`config.mk`:
```
export PLATFORM = sky130hd
export DESIGN_NAME = knock_package_control
export DESIGN_NICKNAME = d
export VERILOG_FILES = /design/src/logic/knock_lfsr.v /design/src/logic/start_angle_calc.v /design/src/logic/knock_package_control.v
export VERILOG_INCLUDE_DIRS = /design/src /design/src/pkg
export SDC_FILE = /design/constraint.sdc
export NUM_CORES = 2
export LEC_CHECK = 0
export BUFFER_PORTS_ARGS = -buffer_cell sky130_fd_sc_hd__clkbuf_2
export CORE_ASPECT_RATIO = 1.1
export CORE_MARGIN = 8
export CORE_UTILIZATION = 60
export CTS_CLUSTER_DIAMETER = 120
export DETAILED_ROUTE_END_ITERATION = 6
export HOLD_SLACK_MARGIN = 0.03
export PLACE_DENSITY = 0.73
export SLEW_MARGIN = 20
export SYNTH_ARGS = -nofsm -noshare
export SYNTH_HDL_FRONTEND = slang
export SYNTH_SLANG_ARGS = --single-unit
```
`constraint.sdc`:
```
create_clock -name clk -period 11.15 [get_ports clk]
set_input_delay 1.6725 -clock clk [delete_from_list [all_inputs] [get_ports clk]]
set_output_delay 1.6725 -clock clk [all_outputs]
set_load 0.1 [all_outputs]
```
`src/pkg/knock_regs.vh`:
```
// Purpose: offsets, field positions, reset values and constants of the knock package control
// Assumes: word-wide registers, eight-bit word address
// Notes: definitions only
`ifndef KNOCK_REGS_VH
`define KNOCK_REGS_VH

// ----------------------------------------
// global register offsets
// ----------------------------------------
`define KPC_CTRL 8'h00
`define KPC_SERVED 8'h01
`define KPC_REFPHASE 8'h02
`define KPC_QUIETAMP 8'h03
`define KPC_NOISE 8'h04
`define KPC_COMMONSEQ 8'h05
`define KPC_STATUS 8'h06
// per-cylinder block: base + cylinder*8 + field
`define KPC_CYL_BASE 8'h10
`define KPC_CYL_LAST 8'h6F
`define KPC_F_CFG 3'h0
`define KPC_F_LIKE 3'h1
`define KPC_F_KAMP 3'h2
`define KPC_F_SHIFT 3'h3
`define KPC_F_BASE 3'h4
`define KPC_F_SEQ 3'h5
`define KPC_F_MAP 3'h6

// ----------------------------------------
// field positions
// ----------------------------------------
`define KPC_CTRL_ONESHOT 0
`define KPC_CTRL_TRIG 1
`define KPC_CFG_PERMIT 0
`define KPC_CFG_SEQMODE 1
`define KPC_CFG_INDIV 2

// ----------------------------------------
// reset values and constants
// ----------------------------------------
`define KPC_SERVED_RST 4'hC
`define KPC_PERMIT_RST 1'b1
`define KPC_CYCLE_DEG 12'h2D0
`define KPC_LFSR_SEED 16'hACE1
`define KPC_LFSR_TAPS 16'hB400
`define KPC_MAP_HALF 8'h80

`endif

```
`src/logic/knock_lfsr.v`:
```
// Purpose: free-running pseudo-random source
// Assumes: one draw per clock
// Notes: galois form, never reaches the all-zero state
`timescale 1ns/100ps
`default_nettype none
`include "knock_regs.vh"

module knock_lfsr (
	input wire clk,
	input wire resetn,
	output reg [15:0] rnd_q
);

	// ----------------------------------------
	// shift register
	// ----------------------------------------
	// advance every clock so draws are spread over time
	always @(posedge clk or negedge resetn) begin
		if (!resetn) begin
			rnd_q <= `KPC_LFSR_SEED;
		end else if (rnd_q[0]) begin
			rnd_q <= (rnd_q >> 1) ^ `KPC_LFSR_TAPS;
		end else begin
			rnd_q <= rnd_q >> 1;
		end
	end

endmodule // knock_lfsr
`default_nettype wire

```
`src/logic/start_angle_calc.v`:
```
// Purpose: package start angle of one cylinder, folded into one engine cycle
// Assumes: reference and base below one cycle, shift within +-127
// Notes: purely combinational
`timescale 1ns/100ps
`default_nettype none
`include "knock_regs.vh"

module start_angle_calc (
	input wire [9:0] refPhase,
	input wire [9:0] baseAngle,
	input wire [7:0] angleShift,
	output reg [9:0] startAngle
);

	reg signed [12:0] sum; // -127 .. 1565

	// ----------------------------------------
	// sum and wrap
	// ----------------------------------------
	// (RULE_10) reference plus base plus shift
	always @* begin
		sum = $signed({3'h0, refPhase}) + $signed({3'h0, baseAngle}) + $signed({{5{angleShift[7]}}, angleShift});
		if (sum < 13'sh0000) begin
			sum = sum + $signed({1'b0, `KPC_CYCLE_DEG});
		// two cycles still fit thirteen bits with a clear sign bit
		end else if (sum >= $signed({`KPC_CYCLE_DEG, 1'b0})) begin
			sum = sum - $signed({`KPC_CYCLE_DEG, 1'b0});
		end else if (sum >= $signed({1'b0, `KPC_CYCLE_DEG})) begin
			sum = sum - $signed({1'b0, `KPC_CYCLE_DEG});
		end
		startAngle = sum[9:0];
	end

endmodule // start_angle_calc
`default_nettype wire

```
`src/logic/knock_package_control.v`:
```
// Purpose: decides per combustion event whether a knocking or quiet package is emitted
// Assumes: crank angle input in degrees 0..719, each value held at least 12 clocks
// Notes: one cylinder is examined per clock in round robin
//
// Contract
// (RULE_01) permit bit 0 allows knocking, 1 forbids
// (RULE_02) likelihood used only in probability mode
// (RULE_03) rising trigger edge starts sequence playback
// (RULE_04) retrigger aborts and restarts sequence
// (RULE_05) noise level sets random amplitude spread
// (RULE_06) noise applies to every package
// (RULE_07) quiet events emit quiet amplitude packages
// (RULE_08) knocking events use per-cylinder amplitude
// (RULE_09) signed eight-bit shift, one degree steps
// (RULE_10) start angle is reference+base+shift
// (RULE_11) only served cylinders are processed
// (RULE_12) trigger mode continuous or single shot
// (RULE_13) knock decided by probability or sequence
// (RULE_14) route to outputs with map above half
// (RULE_15) fresh random draw below likelihood knocks
// (RULE_16) changes act at next decision only
//
// Our own choices: the register addresses and the address-and-strobe port.
`timescale 1ns/100ps
`default_nettype none
`include "knock_regs.vh"

module knock_package_control #(
	parameter NCYL = 12,
	parameter SEQ_LEN = 16,
	parameter POS_W = 4
) (
	input wire clk,
	input wire resetn,
	input wire [7:0] addr,
	input wire [31:0] wdata,
	input wire wrStrobe,
	input wire rdStrobe,
	output reg [31:0] rdata_q,
	input wire [9:0] crankAngle,
	output reg pkgStart_q,
	output reg pkgKnock_q,
	output reg [15:0] pkgAmplitude_q,
	output reg [3:0] pkgSensorMask_q,
	output reg [3:0] pkgCylinder_q,
	output reg [9:0] pkgAngle_q,
	output reg seqActive_q
);

	// ----------------------------------------
	// noise function
	// ----------------------------------------
	// base +- noise*rnd/65536, clipped to the unsigned range
	function [15:0] applyNoise;
		input [15:0] base;
		input [15:0] noise;
		input [15:0] rnd;
		input up;
		reg [31:0] prod;
		reg [16:0] tmp;
		begin
			prod = noise * rnd;
			if (up) begin
				tmp = {1'b0, base} + {1'b0, prod[31:16]};
				applyNoise = tmp[16] ? 16'hFFFF : tmp[15:0];
			end else begin
				tmp = {1'b0, base} - {1'b0, prod[31:16]};
				applyNoise = tmp[16] ? 16'h0000 : tmp[15:0];
			end
		end
	endfunction

	// ----------------------------------------
	// global settings
	// ----------------------------------------
	reg oneShot_q; // trigger mode, 1 single shot
	reg trigLevel_q; // software-written trigger level
	reg trigPrev_q; // level one clock earlier
	reg [3:0] served_q; // number of served cylinders
	reg [9:0] refPhase_q; // reference phase in degrees
	reg [15:0] quietAmp_q; // amplitude without knocking
	reg [15:0] noise_q; // amplitude noise level
	reg [SEQ_LEN-1:0] commonSeq_q; // shared sequence table

	// ----------------------------------------
	// per-cylinder settings
	// ----------------------------------------
	reg [NCYL-1:0] permit_q; // 0 allows knocking
	reg [NCYL-1:0] seqMode_q; // 1 sequence mode, 0 probability
	reg [NCYL-1:0] indiv_q; // 1 own table, 0 common table
	reg [15:0] like_q [0:NCYL-1]; // knock likelihood
	reg [15:0] kamp_q [0:NCYL-1]; // knocking amplitude
	reg [7:0] shift_q [0:NCYL-1]; // signed start angle shift
	reg [9:0] base_q [0:NCYL-1]; // base angle
	reg [SEQ_LEN-1:0] seq_q [0:NCYL-1]; // individual table
	reg [3:0] map_q [0:NCYL-1]; // output routing bits

	// ----------------------------------------
	// runtime state
	// ----------------------------------------
	reg [3:0] scanIdx_q; // cylinder under examination
	reg [NCYL-1:0] armed_q; // event may fire for cylinder
	reg [9:0] prevAngle_q; // crank angle one clock earlier
	reg [POS_W-1:0] seqPos_q; // current sequence step
	reg [3:0] lastCyl_q; // status copy of last cylinder
	wire [15:0] rnd;
	wire [9:0] startAngle;

	// decoded bus access
	wire cylHit = (addr >= `KPC_CYL_BASE) && (addr <= `KPC_CYL_LAST);
	wire [4:0] cylSlot = addr[7:3] - 5'h02;
	wire [3:0] cylSel = cylSlot[3:0];
	wire [2:0] field = addr[2:0];

	// event conditions
	wire trigEdge = trigLevel_q & ~trigPrev_q;
	wire cycleWrap = crankAngle < prevAngle_q;
	wire angleMatch = crankAngle == startAngle;
	// (RULE_11) ignore cylinders past the served count
	wire inService = scanIdx_q < served_q;
	wire fire = inService && armed_q[scanIdx_q] && angleMatch;

	// ----------------------------------------
	// submodules
	// ----------------------------------------
	knock_lfsr uRandom (
		.clk(clk),
		.resetn(resetn),
		.rnd_q(rnd)
	);

	// (RULE_09) shift taken as signed whole degrees
	start_angle_calc uAngle (
		.refPhase(refPhase_q),
		.baseAngle(base_q[scanIdx_q]),
		.angleShift(shift_q[scanIdx_q]),
		.startAngle(startAngle)
	);

	// ----------------------------------------
	// decision logic
	// ----------------------------------------
	reg [SEQ_LEN-1:0] seqTable;
	reg seqHit;
	reg wantKnock;
	reg isKnock;
	reg [15:0] baseAmp;
	always @* begin
		seqTable = indiv_q[scanIdx_q] ? seq_q[scanIdx_q] : commonSeq_q;
		seqHit = seqActive_q && seqTable[seqPos_q];
		// (RULE_13) mode picks decision source
		if (seqMode_q[scanIdx_q]) begin
			wantKnock = seqHit;
		end else begin
			// (RULE_02) likelihood read only here
			// (RULE_15) draw below likelihood
			wantKnock = rnd < like_q[scanIdx_q];
		end
		// (RULE_01) permit gate
		isKnock = wantKnock && !permit_q[scanIdx_q];
		// (RULE_07) quiet amplitude otherwise
		// (RULE_08) cylinder knock amplitude
		baseAmp = isKnock ? kamp_q[scanIdx_q] : quietAmp_q;
	end

	// ----------------------------------------
	// package output and scan
	// ----------------------------------------
	// package outputs except pkgStart_q are latched only when an event fires, so a package in flight keeps its values
	integer i;
	always @(posedge clk or negedge resetn) begin
		if (!resetn) begin
			scanIdx_q <= 4'h0;
			armed_q <= {NCYL{1'b0}};
			prevAngle_q <= 10'h000;
			pkgStart_q <= 1'b0;
			pkgKnock_q <= 1'b0;
			pkgAmplitude_q <= 16'h0000;
			pkgSensorMask_q <= 4'h0;
			pkgCylinder_q <= 4'h0;
			pkgAngle_q <= 10'h000;
			lastCyl_q <= 4'h0;
		end else begin
			prevAngle_q <= crankAngle;
			pkgStart_q <= 1'b0;
			// round robin over the served cylinders
			if (scanIdx_q + 4'h1 >= served_q) begin
				scanIdx_q <= 4'h0;
			end else begin
				scanIdx_q <= scanIdx_q + 4'h1;
			end
			// rearm once the angle has moved away
			if (!angleMatch) begin
				armed_q[scanIdx_q] <= 1'b1;
			end
			// (RULE_16) new settings taken at the decision
			if (fire) begin
				armed_q[scanIdx_q] <= 1'b0;
				pkgStart_q <= 1'b1;
				pkgKnock_q <= isKnock;
				// (RULE_05) spread scaled by noise
				// (RULE_06) every package gets noise
				pkgAmplitude_q <= applyNoise(baseAmp, noise_q, {rnd[7:0], rnd[15:8]}, rnd[3]);
				// (RULE_14) map entries above half
				pkgSensorMask_q <= map_q[scanIdx_q];
				pkgCylinder_q <= scanIdx_q;
				pkgAngle_q <= startAngle;
				lastCyl_q <= scanIdx_q;
			end
		end
	end

	// ----------------------------------------
	// sequence playback
	// ----------------------------------------
	// steps advance at the end of each engine cycle
	always @(posedge clk or negedge resetn) begin
		if (!resetn) begin
			trigPrev_q <= 1'b0;
			seqActive_q <= 1'b0;
			seqPos_q <= {POS_W{1'b0}};
		end else begin
			trigPrev_q <= trigLevel_q;
			if (trigEdge) begin
				// (RULE_03) rising edge starts playback
				// (RULE_04) restart from the first step
				seqActive_q <= 1'b1;
				seqPos_q <= {POS_W{1'b0}};
			end else if (seqActive_q && cycleWrap) begin
				if (seqPos_q == SEQ_LEN[POS_W-1:0] - 1'b1) begin
					seqPos_q <= {POS_W{1'b0}};
					// (RULE_12) single shot stops at the end
					seqActive_q <= !oneShot_q;
				end else begin
					seqPos_q <= seqPos_q + 1'b1;
				end
			end
		end
	end

	// ----------------------------------------
	// register writes
	// ----------------------------------------
	always @(posedge clk or negedge resetn) begin
		if (!resetn) begin
			oneShot_q <= 1'b0;
			trigLevel_q <= 1'b0;
			served_q <= `KPC_SERVED_RST;
			refPhase_q <= 10'h000;
			quietAmp_q <= 16'h0000;
			noise_q <= 16'h0000;
			commonSeq_q <= {SEQ_LEN{1'b0}};
			permit_q <= {NCYL{`KPC_PERMIT_RST}};
			seqMode_q <= {NCYL{1'b0}};
			indiv_q <= {NCYL{1'b0}};
			for (i = 0; i < NCYL; i = i + 1) begin
				like_q[i] <= 16'h0000;
				kamp_q[i] <= 16'h0000;
				shift_q[i] <= 8'h00;
				base_q[i] <= 10'h000;
				seq_q[i] <= {SEQ_LEN{1'b0}};
				map_q[i] <= 4'h0;
			end
		end else if (wrStrobe) begin
			if (cylHit && cylSel < NCYL) begin
				// per-cylinder block
				case (field)
					`KPC_F_CFG: begin
						permit_q[cylSel] <= wdata[`KPC_CFG_PERMIT];
						seqMode_q[cylSel] <= wdata[`KPC_CFG_SEQMODE];
						indiv_q[cylSel] <= wdata[`KPC_CFG_INDIV];
					end
					`KPC_F_LIKE: like_q[cylSel] <= wdata[15:0];
					`KPC_F_KAMP: kamp_q[cylSel] <= wdata[15:0];
					`KPC_F_SHIFT: begin
						// -128 is outside the range, clip to -127
						shift_q[cylSel] <= (wdata[7:0] == 8'h80) ? 8'h81 : wdata[7:0];
					end
					`KPC_F_BASE: begin
						base_q[cylSel] <= (wdata[9:0] >= `KPC_CYCLE_DEG) ? 10'h000 : wdata[9:0];
					end
					`KPC_F_SEQ: seq_q[cylSel] <= wdata[SEQ_LEN-1:0];
					`KPC_F_MAP: begin
						// (RULE_14) keep only the above-half decision
						map_q[cylSel] <= {wdata[31:24] > `KPC_MAP_HALF, wdata[23:16] > `KPC_MAP_HALF,
							wdata[15:8] > `KPC_MAP_HALF, wdata[7:0] > `KPC_MAP_HALF};
					end
					default: begin
						// unused field, write ignored
					end
				endcase
			end else begin
				case (addr)
					`KPC_CTRL: begin
						oneShot_q <= wdata[`KPC_CTRL_ONESHOT];
						trigLevel_q <= wdata[`KPC_CTRL_TRIG];
					end
					`KPC_SERVED: begin
						// counts above the cylinder total are clipped
						served_q <= (wdata[3:0] > NCYL) ? NCYL[3:0] : wdata[3:0];
					end
					`KPC_REFPHASE: begin
						refPhase_q <= (wdata[9:0] >= `KPC_CYCLE_DEG) ? 10'h000 : wdata[9:0];
					end
					`KPC_QUIETAMP: quietAmp_q <= wdata[15:0];
					`KPC_NOISE: noise_q <= wdata[15:0];
					`KPC_COMMONSEQ: commonSeq_q <= wdata[SEQ_LEN-1:0];
					default: begin
						// unmapped or read-only, ignored
					end
				endcase
			end
		end
	end

	// ----------------------------------------
	// register reads
	// ----------------------------------------
	// data valid the cycle after the strobe, zero otherwise
	reg [31:0] rdMux;
	always @* begin
		rdMux = 32'h00000000;
		if (cylHit && cylSel < NCYL) begin
			case (field)
				`KPC_F_CFG: rdMux = {29'h0, indiv_q[cylSel], seqMode_q[cylSel], permit_q[cylSel]};
				`KPC_F_LIKE: rdMux = {16'h0, like_q[cylSel]};
				`KPC_F_KAMP: rdMux = {16'h0, kamp_q[cylSel]};
				`KPC_F_SHIFT: rdMux = {{24{shift_q[cylSel][7]}}, shift_q[cylSel]};
				`KPC_F_BASE: rdMux = {22'h0, base_q[cylSel]};
				`KPC_F_SEQ: rdMux = {{(32-SEQ_LEN){1'b0}}, seq_q[cylSel]};
				`KPC_F_MAP: rdMux = {map_q[cylSel][3], 7'h0, map_q[cylSel][2], 7'h0,
					map_q[cylSel][1], 7'h0, map_q[cylSel][0], 7'h0};
				default: rdMux = 32'h00000000;
			endcase
		end else begin
			case (addr)
				`KPC_CTRL: rdMux = {30'h0, trigLevel_q, oneShot_q};
				`KPC_SERVED: rdMux = {28'h0, served_q};
				`KPC_REFPHASE: rdMux = {22'h0, refPhase_q};
				`KPC_QUIETAMP: rdMux = {16'h0, quietAmp_q};
				`KPC_NOISE: rdMux = {16'h0, noise_q};
				`KPC_COMMONSEQ: rdMux = {{(32-SEQ_LEN){1'b0}}, commonSeq_q};
				`KPC_STATUS: rdMux = {20'h0, lastCyl_q, 3'h0, seqActive_q, {(4-POS_W){1'b0}}, seqPos_q};
				default: rdMux = 32'h00000000;
			endcase
		end
	end

	always @(posedge clk or negedge resetn) begin
		if (!resetn) begin
			rdata_q <= 32'h00000000;
		end else if (rdStrobe) begin
			rdata_q <= rdMux;
		end else begin
			rdata_q <= 32'h00000000;
		end
	end

endmodule // knock_package_control
`default_nettype wire

```
; Word-level counts from Yosys, hierarchy flattened
; Cells that the tools add are included.
[op_classes]
add_sub_neg = 10
mul = 1
order_cmp = 24
n_eq_ne = 15
muxes = 100
n_bitwise = 9
n_reduce_logical = 30
[ops]
columns = operator, count
row1 = bitwise mux 192 bit, 3
row2 = binary-select mux 16 bit (select 4 bit), 6
row3 = 2-to-1 mux 16 bit, 19
row4 = one-hot mux 32 bit (7 select lines), 1
row5 = bitwise mux 120 bit, 1
row6 = one-hot mux 16 bit (7 select lines), 1
row7 = bitwise mux 96 bit, 1
row8 = 2-to-1 mux 10 bit, 9
row9 = binary-select mux 10 bit (select 4 bit), 2
row10 = binary-select mux 8 bit (select 4 bit), 2
row11 = demux 16 bit (select 4 bit), 1
row12 = 2-to-1 mux 32 bit, 2
row13 = bitwise mux 48 bit, 1
row14 = 2-to-1 mux 8 bit, 6
row15 = demux 10 bit (select 4 bit), 1
row16 = 2-to-1 mux 4 bit, 10
row17 = AND reduction 3 bit, 13
row18 = bitwise mux 12 bit, 3
row19 = binary-select mux 1 bit (select 4 bit), 8
row20 = binary-select mux 4 bit (select 4 bit), 2
row21 = demux 8 bit (select 4 bit), 1
row22 = greater-than comparator 8 bit (second input constant), 4
row23 = multiplier 16 x 16 -> 32 bit, 1
row24 = == test 8 x 3 -> 1 bit (second input constant), 3
row25 = 49 further kinds, 88
[totals]
regBits = 1056
in_bits = 54
output_inout_bits = 69
word_cells = 285

; Depth between registers and ports, before layout
[depth]
word_depth = 14
ltp_mapped = 39

; Modules after synthesis
; Synthesis repeated with hierarchy kept, for this count alone.
[unflattened]
cells_unflattened = 5448
hier_area_um2 = 66406.2
[modules_own_cells]
columns = module, instances, cells_each, area_each_um2, seq_area_each_um2
row1 = knock_package_control, 1, 5202, 64205.3, 25717.2
row2 = start_angle_calc, 1, 227, 1764.2, 0.0
row3 = knock_lfsr, 1, 19, 436.7, 410.4

; Least setup slack after synthesis
; Ideal clock, no wire load.
[synth_timing]
path_kind = reg2reg
startpoint = register uRandom.rnd_q[10]
endpoint = register pkgAmplitude_q[5]
t_arrival_ps = 8738
t_required_ps = 11025
slack_ps = 2287
path_stages_with_launch = 36
n_path_buf = 3
path_cell_list = dfstp_2 > clkbuf_1 > nand2_1 > fa_1 > fa_1 > fa_1 > inv_1 > fa_1 > fa_1 > inv_1 > fa_1 > inv_1 > ha_1 > a21o_1 > a2111oi_0 > nor2_1 > o21a_1 > nor2_1 > o21bai_1 > a21oi_1 > xnor2_1 > ha_1 > clkbuf_1 > o21bai_1 > a21oi_1 > o21ai_0 > nand3_1 > nand3_1 > a41oi_1 > o21bai_1 > a221oi_1 > or2_2 > buf_4 > o32ai_1 > a21o_1 > mux2_4
[synth_via]
elab_chain_cells = 7
word_cells_on_any_way = 10
cone_classes = add/sub (2) / mul (1) / order compare (1) / mux (5) / reduce/logical (1)
[synth_lines]
columns = item, line_no
row1 = from (decl), knock_lfsr.v:11  ; output reg [15:0] rnd_q
row2 = from (signal assigned), knock_lfsr.v:20  ; rnd_q <= `KPC_LFSR_SEED;
row3 = from (signal assigned), knock_lfsr.v:22  ; rnd_q <= (rnd_q >> 1) ^ `KPC_LFSR_TAPS;
row4 = from (signal assigned), knock_lfsr.v:24  ; rnd_q <= rnd_q >> 1;
row5 = branches (longest 6 deep; another with multiplier 16 x 16 -> 32 bit), --
row6 = 2-to-1 mux 16 bit (*), knock_package_control.v:63  ; if (up) begin
row7 = to (signal assigned), knock_package_control.v:203  ; pkgAmplitude_q <= applyNoise(baseAmp, noise_q, {rnd[7:0], rnd[15:8]}, rnd[3]);
row8 = to (decl), knock_package_control.v:43  ; output reg [15:0] pkgAmplitude_q,
; Mark *: on every way between the ends.
; A chain may end at the register's enable or synchronous reset.

; Worst setup path in the final report
[layout_timing]
startpoint = register noise_q[11]
endpoint = register pkgAmplitude_q[5]
[layout_via]
elab_chain_cells = 4
word_cells_on_any_way = 6
cone_classes = add/sub (2) / mul (1) / mux (3)
[layout_lines]
columns = item, line_no
row1 = from (decl), knock_package_control.v:82  ; reg [15:0] noise_q;
row2 = from (signal assigned), knock_package_control.v:306  ; `KPC_NOISE: noise_q <= wdata[15:0];
row3 = multiplier 16 x 16 -> 32 bit (*), knock_package_control.v:62  ; prod = noise * rnd;
row4 = subtractor 16 x 16 -> 17 bit or adder 16 x 16 -> 17 bit (tied branches), "knock_package_control.v:67, knock_package_control.v:64"
row5 = 2-to-1 mux 16 bit (on tied branches), "knock_package_control.v:68, knock_package_control.v:65"
row6 = 2-to-1 mux 16 bit (*), knock_package_control.v:63
; Every way passes the cells marked *; elsewhere a longest branch is shown, timed or not.

==> results_dict.tcl <==
set metrics [dict create \
    routed_wl_um 195400 \
    worstSetupStartpoint "noise_q[11]" \
    vdd_drop_max_uv 133.0 \
    synth.top_cell.area_share 0.3865 \
    p_int_mw 6.970 \
    fin_crit_ns 9.656 \
    place_ws_ns 1.509 \
    io_pins 123 \
    yosys_warnings 0 \
    fin_tns_setup_ns 0 \
    fmax_mhz 103.6 \
    postCtsSetupRepairBufs 0 \
    cts_tree "yes" \
    die_h_um 364.1 \
    cts_made_buffers 109 \
    clkPwrFrac 0.404 \
    start_util 0.6055 \
    status "finished clean" \
    synth-seq-cells 1043 \
    rrSetupSlack_ns 1.49 \
    ys_top_cells_by_count "dfrtp_1, mux2_2, nand2_1" \
    synthAdderAreaFrac 0.09866 \
    synth-xor-area-share 0.01069 \
    worst_slew_pin_slew_ns 1.214 \
    ys_seq_area_frac 0.3953 \
    yosys-top-cells-area "dfrtp_1, mux4_2, mux2_2" \
    grt_overflow 0 \
    cpMaxStageDelayCell "o21bai_1" \
    synthCells 5444 \
    drive_gt1_frac 0.3277 \
    first_pass_iters 6 \
    vias_per_cell 6.835 \
    h-tree-depth 3 \
    synth_edf_count 0 \
    crit_fanout 18 \
    drtIter0Drc 5139 \
    powerDensity_nw_per_um2 135.9 \
    p_seq_frac 0.425 \
    rows 127 \
    cp-start-kind "flop" \
    grt_max_degree 185 \
    drv_slew 0 \
    p_comb_frac 0.171 \
    hold_path_class "flop to flop" \
    fin_hold_ws_ns 0.4326 \
    synth_simple_gate_area_frac 0.07532 \
    critPathKind "flop to flop" \
    cts_hold_buffers 0 \
    required_ns 11.82 \
    p_switching_mw 2.765 \
    timing.rr.start "noise_q[11]" \
    postRouteAntennaNets 0 \
    cp.arrival_ns 10.32 \
    fin_worst_skew_ns 0.03055 \
    antenna_found_initial 16 \
    grt_pass1_wl_um 301200 \
    clkTransAtPathRegs_ns 0.06 \
    finalCritPeriodShare 0.8660 \
    final_hold_viol_count 0 \
    power_leakage_nw 33.42 \
    cts_num_sinks 1043 \
    vias 46960 \
    place.gp.congestion 0.9385 \
    fin_ws_ns 1.494 \
    yosysMostFrequentCell "dfrtp_1" \
    reg2reg_depth 34 \
    synth_compound_area_frac 0.06627 \
    synth_top_family_by_area "multiplexers" \
    synth_area_leader_cell "dfrtp_1" \
    coreArea_um2 109200 \
    dpl.hpwl_um 128400 \
    drv_cap 0 \
    grt_pass1_vias 48200 \
    finalPower_mw 9.734 \
    synth-main-ff-cell "dfrtp_1" \
    syn_nets 5901 \
    track_usage 0.3226 \
    die_area_um2 121100 \
    max_stage_delay_ns 0.78 \
    synthMuxAreaShare 0.3088 \
    crit_end "pkgAmplitude_q[5]" \
    fp.dieW_um 332.5 \
    synthToLayoutAreaGrowth_pct 8.378 \
    rsz0062_at_grt "no" \
    cp-end-kind "flop" \
    root_buffer "clkbuf_16" \
    fillers 7960 \
    cts_buffer_depth 3 \
    finalSetupViolCount 0 \
    reg2reg_to "pkgAmplitude_q[5]" \
    final_nets 5808 \
    cts_resized 0 \
    wl_per_cell_um 28.45 \
    crit_path_frequent_cell "fa_1" \
    swShare 0.2840 \
    ys_async_sr_fraction 1.000 \
    io_buffers 122 \
    synth_cell_types 98 \
    syn_area_um2 66100 \
    avgSynthCellArea_um2 12.14 \
    max_slew_margin 0.1874 \
    clkLatencyLatePin_ns 0.73 \
    route.detailed.drc 0 \
]
[cell families after synthesis]
group                      after synthesis
DFF                                   1043
and+or+nand+nor                       1132
xor gates and xnor gates                77
muxes                                 1361
adders and majority gates              403
buffers and inverters                  742
AOI/OAI and AO/OA                      686
[sequential cells by signal, summed over array words and instances (netlist names), 16 cells and up]
name,flops
map_q,48
rdata_q,19
quietAmp_q,16
pkgAmplitude_q,16
base_q,120
uRandom.rnd_q,16
commonSeq_q,16
kamp_q,192
noise_q,16
like_q,192
shift_q,96
seq_q,192
[critical path, delay by kind of cell, from the launching register on]
kind / cells / cell delay, ns
DFF: 1 / 0.73
muxes: 1 / 0.13
xor gates and xnor gates: 1 / 0.17
and+or+nand+nor: 4 / 0.70
adders and majority gates: 8 / 3.67
AOI/OAI and AO/OA: 15 / 3.72
buffers and inverters: 5 / 0.49
[final cells by class]
cell class	instances	area, um2	area share
antenna	7	17.52	0.0002445
clock buffer	164	3288	0.04590
clock inverter	40	580.6	0.008104
inverter	317	1194	0.01666
multi-input combinational	3659	37100	0.5179
sequential	1043	26140	0.3649
tap	1419	1775	0.02478
timing repair buffer	221	1541	0.02152
[per-layer routing]
layer / share of wire / global-route usage / vias up
met3: 0.11 / 0.09308 / 675
met1: 0.38 / 0.4153 / 24280
met5: 0.00039 / 0 / -
li1: - / - / 19300
met2: 0.46 / 0.5007 / 2689
met4: 0.060 / 0.1666 / 12
[power by group through the flow]
| stage | clock network, mW | logic [mW] | registers (mW) |
|---|---|---|---|
| finish | 3.93 | 1.66 | 4.14 |
| global route | 4.12 | 1.78 | 4.16 |
| CTS | 3.97 | 1.65 | 4.13 |
| detailed placement | 0 | 1.65 | 4.20 |
| global placement | 0 | 1.62 | 4.19 |
| floorplan | 0 | 1.16 | 4.14 |
[stage by stage]
stage | std cells | utilization | cell area (um2)
2_1_floorplan | 5444 | - | 66100
3_3_place_gp | 6657 | 0.6202 | 67700
3_5_place_dp | 6657 | 0.6202 | 67710
4_1_cts | 6861 | 0.6557 | 71580
5_1_grt | 6865 | 0.6561 | 71630
6_report | 6870 | 0.6562 | 71640
[cell usage in the layout (no fill, tap or decap), drive strengths merged, types with 102 or more instances in the layout]
cell	n
dfrtp	1021
clkbuf	283
ha	206
nor2	155
nand2	682
fa	197
o21ai	261
inv	319
buf	102
mux2	839
a21oi	131
mux4	451
and2	127
[worst min path at each step]
stage / start / depth (start not counted) / slack [ns] / end
6_report: trigLevel_q / 0 / 0.43 / trigPrev_q
5_1_grt: trigLevel_q / 0 / 0.43 / trigPrev_q
4_1_cts: trigLevel_q / 0 / 0.42 / trigPrev_q
3_5_place_dp: trigLevel_q / 0 / 0.41 / trigPrev_q
3_3_place_gp: trigLevel_q / 0 / 0.39 / trigPrev_q
2_1_floorplan: uRandom.rnd_q[0] / 0 / 0.36 / uRandom.rnd_q[15]
(Power assumes the default switching activity.)
